**src/adcs_pkg.sv**
```systemverilog
// adcs_pkg: constants, register map and state types of the conversion sequencer
// assumes one bus clock; the conversion clock arrives as a plain input pin
package adcs_pkg;
  localparam logic [7:0] OFS_CTRL_A = 8'h00;
  localparam logic [7:0] OFS_CTRL_B = 8'h04;
  localparam logic [7:0] OFS_INSEL  = 8'h08;
  localparam logic [7:0] OFS_DBG    = 8'h0C;
  localparam logic [7:0] OFS_TRIG   = 8'h10;
  localparam logic [7:0] OFS_IENSET = 8'h14;
  localparam logic [7:0] OFS_IENCLR = 8'h18;
  localparam logic [7:0] OFS_FLAG   = 8'h1C;
  localparam logic [7:0] OFS_RESULT = 8'h20;
  localparam logic [7:0] OFS_CALIBRATION_REG  = 8'h24;
  localparam int A_RST   = 0;
  localparam int A_EN    = 1;
  localparam int B_DIFF  = 0;
  localparam int B_RES   = 1;
  localparam int B_FREE  = 3;
  localparam int B_EVT   = 4;
  localparam int B_PRE   = 5;
  localparam int T_START = 1;
  localparam int F_RDY   = 0;
  localparam int F_OVR   = 1;
  localparam logic [1:0] RES_12 = 2'h0;
  localparam logic [1:0] RES_8  = 2'h1;
  localparam logic [1:0] RES_10 = 2'h2;
  localparam logic [1:0] RESP_OKAY   = 2'h0;
  localparam logic [1:0] RESP_SLVERR = 2'h2;
  localparam logic [5:0] SINGLE_EXTRA = 6'h02;
  typedef enum logic [1:0] {ADCS_IDLE, ADCS_RUN, ADCS_DONE} adcs_conv_type;
  typedef struct packed {
    logic        awvalid;
    logic [7:0]  awaddr;
    logic        wvalid;
    logic [31:0] wdata;
    logic [3:0]  wstrb;
    logic        bready;
    logic        arvalid;
    logic [7:0]  araddr;
    logic        rready;
  } adcs_axi_req_type;
  typedef struct packed {
    logic        awready;
    logic        wready;
    logic        bvalid;
    logic [1:0]  bresp;
    logic        arready;
    logic        rvalid;
    logic [31:0] rdata;
    logic [1:0]  rresp;
  } adcs_axi_rsp_type;
  typedef struct packed {
    logic ck1, ck2, ck3, ev1, ev2, ev3;
    logic [11:0] d1, d2, smp, result, rdata;
    logic ctl_en, dbg_run, diff, free, evt_en;
    logic [1:0] res;
    logic [2:0] presc;
    logic [3:0] gain;
    logic [5:0] cal;
    logic [1:0] ien, flg;
    logic unread, aw_held, w_held, wlane, bvalid, rvalid, trig_pend, sampling;
    logic sh_diff, sh_free;
    logic [1:0] sh_res, bresp, rresp;
    logic [3:0] sh_gain;
    logic [7:0] awaddr, wdata, pre;
    logic [5:0] cnt;
    adcs_conv_type conv;
  } adcs_state_type;
endpackage

```
**src/adcs_top.sv**
```systemverilog
// adcs_top: conversion sequencer with an AXI4-Lite register slave
// assumes conv_clk_in, event_start and adc_data_in come from outside the bus clock
//
// Implementation choices: the AXI4-Lite interface to the registers and the address map.
`timescale 1ns/1ns
`default_nettype none
// Function
// - halt conversion progress in debug halt unless run-in-debug is set
// - write protection blocks all registers but flags; debugger writes pass
// - resolution resets to 12 bits; 8 or 10 bits shorten conversion
// - enable bit written one enables, written zero disables
// - soft reset restores all registers except debug control, converter off
// - start bit or enabled event trigger begins a conversion
// - free-running mode restarts each conversion when the previous ends
// - each finished conversion overwrites the result register
// - result arriving while previous unread sets the overrun flag
// - ready flag rises only after the result register is loaded
// - writing one to an enable-set bit enables that source
// - conversion clock divided by prescaler sets the conversion rate
// - latency is one plus half resolution plus gain delay, less one free
// - gain delay per code and mode from the delay table
// - differential bit selects differential, else single-ended
// - both modes run single or free, ready set on every completion
// - start taken on the bus clock without waiting for a conversion clock edge, input sampled first half period
// - conversion clock and settings cross into the converter timing safely
module adcs_top
  import adcs_pkg::*;
(
  input  wire logic             aclk,
  input  wire logic             aresetn,
  input  wire logic             clk_en,
  input  wire adcs_axi_req_type axi_req,
  output adcs_axi_rsp_type      axi_rsp,
  input  wire logic             conv_clk_in,
  input  wire logic             event_start,
  input  wire logic [11:0]      adc_data_in,
  input  wire logic             debug_halt,
  input  wire logic             debugger_access,
  input  wire logic             protect_en,
  output logic                  sample_hold
);
  adcs_state_type s;
  adcs_state_type next_s;
  logic edge_tick;
  logic half_tick;
  logic halted;
  logic locked;
  logic wr_go;
  logic do_rst;
  logic sw_start;

  function automatic logic mapped(input logic [7:0] a);
    mapped = (a[1:0] == 2'h0) && (a <= OFS_CALIBRATION_REG);
  endfunction

  // gain delay in half divided periods; code F acts as code 1, other reserved codes act as no delay
  // gain delay table
  function automatic logic [5:0] gain_half(input logic [3:0] g, input logic d, input logic f);
    logic [5:0] h;
    h = 6'h00;
    unique case (g)
      4'h0: h = f ? 6'h00 : (d ? 6'h00 : 6'h02);
      4'h1, 4'hF: h = f ? (d ? 6'h00 : 6'h02) : (d ? 6'h01 : 6'h03);
      4'h2: h = f ? 6'h02 : (d ? 6'h02 : 6'h04);
      4'h3: h = f ? (d ? 6'h02 : 6'h04) : (d ? 6'h03 : 6'h05);
      4'h4: h = f ? 6'h04 : (d ? 6'h04 : 6'h06);
      default: h = 6'h00;
    endcase
    return h;
  endfunction

  function automatic logic [5:0] latency(input logic [1:0] r, input logic d, input logic [3:0] g,
                                         input logic f);
    logic [5:0] bits;
    bits = (r == RES_8) ? 6'h08 : ((r == RES_10) ? 6'h0A : 6'h0C);
    return bits + gain_half(g, d, f) + (f ? 6'h00 : SINGLE_EXTRA);
  endfunction

  always_comb begin
    logic [7:0] mask;
    mask = 8'h00;
    next_s = s;
    // conversion clock and analog inputs pass two flops before use
    next_s.ck1 = conv_clk_in;
    next_s.ck2 = s.ck1;
    next_s.ck3 = s.ck2;
    next_s.ev1 = event_start;
    next_s.ev2 = s.ev1;
    next_s.ev3 = s.ev2;
    next_s.d1 = adc_data_in;
    next_s.d2 = s.d1;
    edge_tick = s.ck2 & ~s.ck3;
    // half divided period every 2^(presc+1) conversion clock edges
    mask = 8'((9'h002 << s.presc) - 9'h001);
    half_tick = edge_tick && (s.pre == mask);
    // debug halt freezes progress unless run-in-debug
    halted = debug_halt & ~s.dbg_run;
    // protection applies to bus writes only, not debugger writes
    locked = protect_en & ~debugger_access;
    wr_go = s.aw_held & s.w_held & ~s.bvalid;
    do_rst = 1'b0;
    sw_start = 1'b0;
    if (axi_req.awvalid && !s.aw_held) begin
      next_s.aw_held = 1'b1;
      next_s.awaddr = axi_req.awaddr;
    end
    if (axi_req.wvalid && !s.w_held) begin
      next_s.w_held = 1'b1;
      next_s.wdata = axi_req.wdata[7:0];
      next_s.wlane = axi_req.wstrb[0];
    end
    if (s.bvalid && axi_req.bready) begin
      next_s.bvalid = 1'b0;
    end
    if (wr_go) begin
      next_s.aw_held = 1'b0;
      next_s.w_held = 1'b0;
      next_s.bvalid = 1'b1;
      next_s.bresp = RESP_OKAY;
      if (!mapped(s.awaddr)) begin
        next_s.bresp = RESP_SLVERR;
      end else if (locked && s.awaddr != OFS_FLAG) begin
        next_s.bresp = RESP_SLVERR;
      end else if (s.wlane) begin
        unique case (s.awaddr)
          OFS_CTRL_A: begin
            next_s.ctl_en = s.wdata[A_EN];
            do_rst = s.wdata[A_RST];
          end
          OFS_CTRL_B: begin
            next_s.diff = s.wdata[B_DIFF];
            next_s.res = s.wdata[B_RES+:2];
            next_s.free = s.wdata[B_FREE];
            next_s.evt_en = s.wdata[B_EVT];
            next_s.presc = s.wdata[B_PRE+:3];
          end
          OFS_INSEL: next_s.gain = s.wdata[3:0];
          OFS_DBG: next_s.dbg_run = s.wdata[0];
          OFS_TRIG: sw_start = s.wdata[T_START];
          // write one sets the source enable
          OFS_IENSET: next_s.ien = s.ien | s.wdata[1:0];
          OFS_IENCLR: next_s.ien = s.ien & ~s.wdata[1:0];
          OFS_FLAG: next_s.flg = s.flg & ~s.wdata[1:0];
          OFS_CALIBRATION_REG: next_s.cal = s.wdata[5:0];
          default: next_s.bresp = RESP_OKAY;
        endcase
      end
    end
    if (s.rvalid && axi_req.rready) begin
      next_s.rvalid = 1'b0;
    end
    if (axi_req.arvalid && !s.rvalid) begin
      next_s.rvalid = 1'b1;
      next_s.rresp = mapped(axi_req.araddr) ? RESP_OKAY : RESP_SLVERR;
      next_s.rdata = 12'h000;
      unique case (axi_req.araddr)
        OFS_CTRL_A: next_s.rdata = {10'h000, s.ctl_en, 1'b0};
        OFS_CTRL_B: next_s.rdata = {4'h0, s.presc, s.evt_en, s.free, s.res, s.diff};
        OFS_INSEL: next_s.rdata = {8'h00, s.gain};
        OFS_DBG: next_s.rdata = {11'h000, s.dbg_run};
        OFS_IENSET, OFS_IENCLR: next_s.rdata = {10'h000, s.ien};
        OFS_FLAG: next_s.rdata = {10'h000, s.flg};
        OFS_RESULT: next_s.rdata = s.result;
        OFS_CALIBRATION_REG: next_s.rdata = {6'h00, s.cal};
        default: next_s.rdata = 12'h000;
      endcase
      if (axi_req.araddr == OFS_RESULT) begin
        next_s.unread = 1'b0;
      end
    end
    // software start or enabled event edge requests a conversion
    if (s.ctl_en && (sw_start || (s.evt_en && s.ev2 && !s.ev3))) begin
      next_s.trig_pend = 1'b1;
    end
    if (edge_tick && !halted && s.conv == ADCS_RUN) begin
      next_s.pre = half_tick ? 8'h00 : s.pre + 8'h01;
    end
    unique case (s.conv)
      ADCS_IDLE: begin
        // start on the bus clock once a request is pending, without waiting for a conversion clock edge
        if (s.ctl_en && s.trig_pend && !halted) begin
          next_s.conv = ADCS_RUN;
          next_s.trig_pend = 1'b0;
          next_s.sampling = 1'b1;
          next_s.pre = 8'h00;
          next_s.sh_res = s.res;
          next_s.sh_diff = s.diff;
          next_s.sh_gain = s.gain;
          next_s.sh_free = s.free;
          // first conversion uses the single-shot latency
          next_s.cnt = latency(s.res, s.diff, s.gain, 1'b0);
        end
      end
      ADCS_RUN: begin
        if (!s.ctl_en) begin
          next_s.conv = ADCS_IDLE;
          next_s.sampling = 1'b0;
        end else if (half_tick && !halted) begin
          next_s.cnt = s.cnt - 6'h01;
          // input held during the first half divided period
          if (s.sampling) begin
            next_s.sampling = 1'b0;
            next_s.smp = s.d2;
          end
          if (s.cnt == 6'h01) begin
            next_s.conv = ADCS_DONE;
            // new result replaces the old one
            unique case (s.sh_res)
              RES_8: next_s.result = {4'h0, s.smp[11:4]};
              RES_10: next_s.result = {2'h0, s.smp[11:2]};
              default: next_s.result = s.smp;
            endcase
          end
        end
      end
      ADCS_DONE: begin
        // ready raised one cycle after the result is loaded
        next_s.flg[F_RDY] = 1'b1;
        if (s.unread) begin
          next_s.flg[F_OVR] = 1'b1;
        end
        next_s.unread = 1'b1;
        next_s.conv = ADCS_IDLE;
        // free-running restarts at once with free latency
        if (s.sh_free && s.ctl_en) begin
          next_s.conv = ADCS_RUN;
          next_s.sampling = 1'b1;
          next_s.pre = 8'h00;
          next_s.cnt = latency(s.sh_res, s.sh_diff, s.sh_gain, 1'b1);
        end
      end
      default: next_s.conv = ADCS_IDLE;
    endcase
    // soft reset clears everything but debug control and the bus handshake
    if (do_rst) begin
      next_s.ctl_en = 1'b0;
      next_s.diff = 1'b0;
      next_s.res = RES_12;
      next_s.free = 1'b0;
      next_s.evt_en = 1'b0;
      next_s.presc = 3'h0;
      next_s.gain = 4'h0;
      next_s.cal = 6'h00;
      next_s.ien = 2'h0;
      next_s.flg = 2'h0;
      next_s.unread = 1'b0;
      next_s.result = 12'h000;
      next_s.trig_pend = 1'b0;
      next_s.sampling = 1'b0;
      next_s.conv = ADCS_IDLE;
    end
  end

  always_ff @(posedge aclk) begin
    if (!aresetn) begin
      s <= '0;
    end else if (clk_en) begin
      s <= next_s;
    end
  end

  always_comb begin
    axi_rsp.awready = ~s.aw_held;
    axi_rsp.wready = ~s.w_held;
    axi_rsp.bvalid = s.bvalid;
    axi_rsp.bresp = s.bresp;
    axi_rsp.arready = ~s.rvalid;
    axi_rsp.rvalid = s.rvalid;
    axi_rsp.rdata = {20'h00000, s.rdata};
    axi_rsp.rresp = s.rresp;
    sample_hold = s.sampling;
  end
endmodule
`default_nettype wire

```
**config.mk**
```make
export PLATFORM = sky130hd
export DESIGN_NAME = adcs_top
export DESIGN_NICKNAME = d
export VERILOG_FILES = /design/src/adcs_pkg.sv /design/src/adcs_top.sv
export SDC_FILE = /design/constraint.sdc
export NUM_CORES = 1
export LEC_CHECK = 0
export BUFFER_PORTS_ARGS = -buffer_cell sky130_fd_sc_hd__buf_2
export CAP_MARGIN = 5
export CORE_MARGIN = 3
export CORE_UTILIZATION = 55
export DETAILED_ROUTE_END_ITERATION = 6
export GPL_ROUTABILITY_DRIVEN = 1
export PLACE_DENSITY = 0.8
export SLEW_MARGIN = 20
export SYNTH_ARGS = -nofsm -noshare
export SYNTH_HDL_FRONTEND = slang
export SYNTH_SLANG_ARGS = --single-unit
```
**constraint.sdc**
```tcl
create_clock -name aclk -period 5.9 [get_ports aclk]
set_input_delay 0.295 -clock aclk [delete_from_list [all_inputs] [get_ports aclk]]
set_output_delay 0.295 -clock aclk [all_outputs]
set_load 0.01 [all_outputs]
```
==> reports/results.ini, run 1 <==
[outcome]
outcome = finished, violations left
violations = DRC

[drt]
via_per_inst = 5.92
vias = 6175
ant_nets = 0
wl_um = 17200
drt_iter0_markers = 639
post_drt_wl_per_cell_um = 16.5
drt_first_pass_iters = 7
drc = 7

[cells_and_area]
fill_cells = 1099
multiInputGateArea_um2 = 4010
final_cell_count_no_fill = 1043
drive_gt1_share_pct = 15.0
insertedDiodeCount = 0
layout.area.seq_um2 = 2800
layout.nets = 950
finalInstanceArea_um2 = 8120
syn2layout_area_growth_pct = 11.1

[critical_path]
worst_path_largest_cell_delay_ps = 560
critPathLaunchType = register
cp_slowest_cell = nand4_1
crit_path_max_fanout = 12
cp.buffers_inverters = 0
worstPathArrival_ps = 3890
path_class = reg -> reg
endpoint_kind = register
required_ps = 6220
critPathTopFamily = simple AND/OR/NAND/NOR gates
path_cells = or3b_2 > ha_1 > xor2_1 > mux2i_1 > o211ai_2 > nor4_4 > nand4_1 > o31ai_1

[power_and_ir_drop]
p_leak_nw = 3.43
seqPwrFrac_pct = 43.5
swShare_pct = 22.8
combPwrFrac_pct = 5.6
clkPwrFrac_pct = 50.8
p_int_w = 0.00174
power_density_nw_per_um2 = 277
switching_power_w = 0.000514
ir_drop_uv = 227

[logic_synthesis]
synth_edf_count = 0
yosys-top-cells-area = dfxtp_1 38%, mux2i_1 13%, nor2_1 6.1%
ys_seq_elements = 140
syn_area_per_cell_um2 = 8.80
ys.flop_type = dfxtp_1
synth_most_common_cell = dfxtp_1
yosys-top-cells-count = 140 x dfxtp_1, 119 x nor2_1, 94 x mux2i_1
yosys.area.top_type_share_pct = 38.3
synth_top_area_cell = dfxtp_1
synth_warnings = 0
yosys.cell_types.count = 77
ys_seq_area_share_pct = 38.3
synthCells = 831
netlist_area_um2 = 7310
async_flop_share_pct = 0

[die]
die_h_um = 121
fp-row-count = 41
initial_core_util_pct = 57.0
core_um2 = 12800
die_area_um2 = 14700
die_w_um = 121
pin_count = 119

[sta]
totalNegativeSetupSlack_ps = 0
clock_skew_ps = 17.7
clock.fmax_mhz = 280
timing.final.ws_setup_ps = 2330
period_needed_ps = 3570
timing.final.crit_share_pct = 60.5
relSlewSlack_pct = 31.3
rsz0062_at_grt = no
slew_viol_final = 0
tightest_slew_ps = 1030
hold_violations = 0
finalSetupViolCount = 0

[clock_network]
cts.repair_timing.setup_buffer_count = 0
h-tree-depth = 4
cts_hold_buf = 0
path_clk_slew_ps = 60
cts_resized = 0
cts_tree = built
clock-sinks = 140
clk_latency_ps = 430
numCtsBuffers = 17
root_buffer = clkbuf_16
cts_buffer_depth = 2

[grt]
grt_pass1_wl_um = 28300
gr-total-overflow = 0
grt_max_degree = 102
antenna_found_initial = 0
grtUsageTotal_pct = 23.9
grt_pass1_vias = 5671

[placed_design]
dp_slack_ps = 2310
placedCellCount = 1010
dpl.hpwl_um = 11800
io_buffers = 69
place.gp.congestion = 0.900
placed_area_um2 = 7480

[job]
maxCapViolCount = 0

[hold_path]
hp-class = in -> reg

## cell families (layout without fill, tap and decap cells)
kind of cell | after synthesis | after routing | share of synthesized area [%]
simple gates | 326 | 326 | 23.8
flops | 140 | 140 | 38.3
compound gates | 136 | 136 | 13.1
buf+inv | 110 | 129 | 7.92
mux | 95 | 95 | 13.0
fa+ha+maj | 15 | 15 | 2.77
xor+xnor | 8 | 8 | 1.06
other cells | 1 | 22 | 0.0513
## layout make-up
type | count | area share, %
timing repair buffer | 73 | 4.62
multi-input combinational | 602 | 49.3
clock buffer | 21 | 5.55
clock inverter | 11 | 2.22
tap | 172 | 2.65
inverter | 24 | 1.12
sequential | 140 | 34.5
## power by group through the flow
stage | sequential (W) | clock [W] | combinational (W)
2_1_floorplan | 0.000994 | 0 | 0.000105
3_3_place_gp | 0.00100 | 0 | 0.000123
3_5_place_dp | 0.00100 | 0 | 0.000125
4_1_cts | 0.000980 | 0.00115 | 0.000127
5_1_grt | 0.000982 | 0.00119 | 0.000142
6_report | 0.000980 | 0.00114 | 0.000127
## state kept, by name, indices dropped and copies added (netlist names)
register and cells:
next_s 16, axi_rsp 16, s 107, sample_hold 1
## path summary, 6_finish.rpt
path	from	cells past startpoint	to	slack [ps]
max	s[66]	8	s[99]	2330
min	adc_data_in[11]	3	next_s[123]	100
min reg2reg	s[92]	2	s[92]	460
max reg2reg	s[66]	8	s[99]	2330
## routing by layer
layer	wire [µm]	vias up	part of all wire [%]	GRT usage [%]
met4	332	0	1.9	9.03
met1	7660	2887	45	32.8
li1	-	2991	-	-
met5	0	-	0	0
met2	7960	261	46	36.9
met3	1220	36	7.1	5.13
## metrics by stage
stage / util, % / total power [W] / hold WS (ps)
finish: 63.3 / 0.00225 / 102
global route: 63.3 / 0.00232 / 107
floorplan: - / 0.00110 / 432
detailed placement: 58.4 / 0.00113 / 451
CTS: 63.3 / 0.00226 / 91.3
global placement: 58.4 / 0.00112 / 447
## layout by cell type (no fill, tap or decap), types with 6 or more instances in the layout
cell type and n:
o21ai_0 33, clkbuf_16 17, nor2_1 119, ha_1 13, buf_2 69, nand2_1 53
a221o_1 8, nor3_1 13, conb_1 22, nand3_1 38, dfxtp_1 140, and3_1 10
inv_1 23, nor2b_1 7, a22oi_1 8, a21oi_1 20, nand4_1 24, o311ai_1 6
mux2i_1 94, o21ai_1 10, and2_1 10
## tightest hold or removal path, stage by stage
cell and delay (ps):
buf_2 80, mux2i_1 50, nor2_1 70
(Power assumes the default switching activity.)
==> inputs of run 2 (changes only) <==
- ABC_AREA: unset -> 1
- clock period: 5.9 -> 3.6 ns (I/O delays scaled with it)
==> run 2 against run 1 <==
The run now ends clean. Final cell count increased by 28%. Clock-buffer cell count decreased by 2. Routed wire length increased by 4.7%. Via count increased by 15%. Non-clock buffer count increased by 13. Combinational power increased to 3.0 times the previous value. Die area increased by 3.5%. Critical path type unchanged. First-iteration DRC count increased by 0.16%.
==> reports/results.ini, run 2 <==
[outcome]
outcome = finished clean  ; was finished, violations left

[sta]
clock.fmax_mhz = 400  ; was 280 MHz
clock_skew_ps = 7.00  ; was 17.7 ps
period_needed_ps = 2500  ; was 3570 ps
whs_ps = 15.9  ; was 102 ps
relSlewSlack_pct = 43.2  ; was 31.3%
hold_violations = 0  ; unchanged
timing.final.crit_share_pct = 69.4  ; was 60.5%
slew_viol_final = 0  ; unchanged
totalNegativeSetupSlack_ps = 0  ; unchanged
tightest_slew_ps = 851  ; was 1030 ps
finalSetupViolCount = 0  ; unchanged
rsz0062_at_grt = no  ; unchanged
timing.final.ws_setup_ps = 1100  ; was 2330 ps

[critical_path]
worstSetupStartpoint = s[66]  ; unchanged
path_class = reg -> reg  ; unchanged
worstPathArrival_ps = 2800  ; was 3890 ps
endpoint_kind = register  ; unchanged
r2r-start = s[66]  ; unchanged
crit_path_max_fanout = 24  ; was 12
critPathLaunchType = register  ; unchanged
required_ps = 3900  ; was 6220 ps

[logic_synthesis]
ys_seq_area_share_pct = 37.0  ; was 38.3%
yosys.area.top_type_share_pct = 37.0  ; was 38.3%
ys_seq_elements = 140  ; unchanged
syn_area_per_cell_um2 = 6.86  ; was 8.80 µm²
async_flop_share_pct = 0  ; unchanged
synth_edf_count = 0  ; unchanged
synthCells = 1106  ; was 831
yosys.cell_types.count = 50  ; was 77
synth_warnings = 0  ; unchanged
netlist_area_um2 = 7580  ; was 7310 µm²
yosys-top-cells-count = 195 x nand2_1, 156 x nor2_1, 140 x dfxtp_1  ; was 140 x dfxtp_1, 119 x nor2_1, 94 x mux2i_1
synth_most_common_cell = nand2_1  ; was dfxtp_1
yosys-top-cells-area = dfxtp_1 37%, nand2_1 9.7%, nor2_1 7.7%  ; was dfxtp_1 38%, mux2i_1 13%, nor2_1 6.1%
ys.flop_type = dfxtp_1  ; unchanged
synth_top_area_cell = dfxtp_1  ; unchanged

[drt]
via_per_inst = 5.31  ; was 5.92
drt_first_pass_iters = 6  ; was 7
wl_um = 18000  ; was 17,200 µm
drc = 0  ; was 7
ant_nets = 0  ; unchanged
post_drt_wl_per_cell_um = 13.4  ; was 16.5 µm
drt_iter0_markers = 640  ; was 639
vias = 7106  ; was 6,175

[cells_and_area]
largest_register_ffs = 107  ; unchanged
top_register = s  ; unchanged
layout.nets = 1243  ; was 950
syn2layout_area_growth_pct = 12.3  ; was 11.1%
finalInstanceArea_um2 = 8520  ; was 8120 µm²
insertedDiodeCount = 0  ; unchanged
final_common_cell = nand2_1  ; was dfxtp_1
fill_cells = 1181  ; was 1,099
layout_common_cells = 195 x nand2_1, 156 x nor2_1, 140 x dfxtp_1  ; was 140 x dfxtp_1, 119 x nor2_1, 94 x mux2i_1
drive_gt1_share_pct = 13.6  ; was 15.0%

[grt]
grt_max_degree = 58  ; was 102
grt_pass1_vias = 6206  ; was 5,671
grt_pass1_wl_um = 28900  ; was 28,300 µm
antenna_found_initial = 0  ; unchanged
gr-total-overflow = 0  ; unchanged
grtUsageTotal_pct = 24.0  ; was 23.9%

[die]
initial_core_util_pct = 56.8  ; was 57.0%
fp-row-count = 42  ; was 41
die_w_um = 123  ; was 121 µm
core_um2 = 13300  ; was 12,800 µm²
die_area_um2 = 15200  ; was 14,700 µm²
pin_count = 119  ; unchanged
die_h_um = 123  ; was 121 µm

[clock_network]
clk_latency_ps = 420  ; was 430 ps
root_buffer = clkbuf_16  ; unchanged
cts_tree = built  ; unchanged
path_clk_slew_ps = 60  ; about the same
numCtsBuffers = 17  ; unchanged
clock-sinks = 140  ; unchanged
cts_buffer_depth = 2  ; unchanged
cts_hold_buf = 14  ; was 0
cts_resized = 0  ; unchanged
h-tree-depth = 4  ; unchanged
cts.repair_timing.setup_buffer_count = 0  ; unchanged

[hold_path]
hp-class = in -> reg  ; unchanged
min-delay-start = axi_req[22]  ; was adc_data_in[11]

[power_and_ir_drop]
power_density_nw_per_um2 = 440  ; was 277 nW/µm²
power_w = 0.00375  ; was 0.00225 W
ir_drop_uv = 335  ; was 227 µV
p_leak_nw = 3.67  ; was 3.43 nW

[placed_design]
placed_area_um2 = 7790  ; was 7480 µm²
dpl.hpwl_um = 12900  ; was 11,800 µm
place.gp.congestion = 0.983  ; was 0.900
io_buffers = 69  ; unchanged
dp_slack_ps = 1130  ; was 2310 ps

[job]
maxCapViolCount = 0  ; unchanged

==> run 2: cell count changes in the layout (fill, tap and decap cells not counted), sizes merged, moves of 8 or more <==
cell,delta
nand2,+159
inv,+105
mux2i,-94
a21oi,+83
o21ai,+60
nor2,+47
nand3,+33
dlygate4sd3,+14
and2,-10
and3,-10
clkinv,+10
nand4,-9
a221o,-8
==> run 2: per-stage QoR <==
step	instances	util [%]
6_report	1339	63.8
5_1_grt	1339	63.8
4_1_cts	1339	63.8
3_5_place_dp	1294	58.3
3_3_place_gp	1294	58.3
2_1_floorplan	1127	-
==> run 2: worst max-delay path, cell delays in order (launching register included) <==
cell     delay (ps)
dfxtp_1         370
nor2_2          190
nand2_1         100
ha_1            310
nand2_1          70
inv_1            30
nor2_1          110
nand2_1          80
nor2_1          100
nand3_1          80
nor2_1          160
nand3_1         120
inv_2           100
nand2_2         250
o21ai_0         250
a21oi_1          50
==> run 2: path summary, 6_finish.rpt <==
kind              endpoint  slack (ps)  cells past startpoint
setup / recovery    s[100]        1100                     15
hold / removal       s[23]          20                      3
hold reg to reg     s[136]         460                      2
setup reg to reg    s[100]        1100                     15
==> run 2: logic make-up after synthesis <==
kind of cell / count (synthesis) / synth area share (%)
and+or+nand+nor: 494 / 29.9
other: 1 / 0.0495
xor gates and xnor gates: 8 / 0.924
AOI/OAI and AO/OA: 233 / 16.6
adders and majority gates: 15 / 2.67
buffers and inverters: 215 / 12.9
DFF: 140 / 37.0
==> run 2: report_power, final <==
group,leakage [nW],switching [W],internal [W]
logic,2.24,0.000248,0.000128
registers,1.14,0.0000356,0.00160
clock network,0.290,0.000679,0.00106
==> run 2: layout make-up <==
class / count / area [µm²] / area share, %
Clock inverter: 12 / 139 / 1.63
Sequential cell: 140 / 2800 / 32.9
Timing Repair Buffer: 86 / 508 / 5.96
Clock buffer: 19 / 453 / 5.32
Inverter: 134 / 512 / 6.01
Tap cell: 176 / 220 / 2.59
Multi-Input combinational cell: 772 / 3880 / 45.6
==> run 2: metal layers <==
layer	global-route usage (%)	wire length (µm)	share of wire, %	up-vias
met1	33.9	8430	47	3167
met5	0	0	0	-
met3	4.85	1540	8.6	25
li1	-	-	-	3625
met2	36.3	7680	43	289
met4	9.20	328	1.8	0
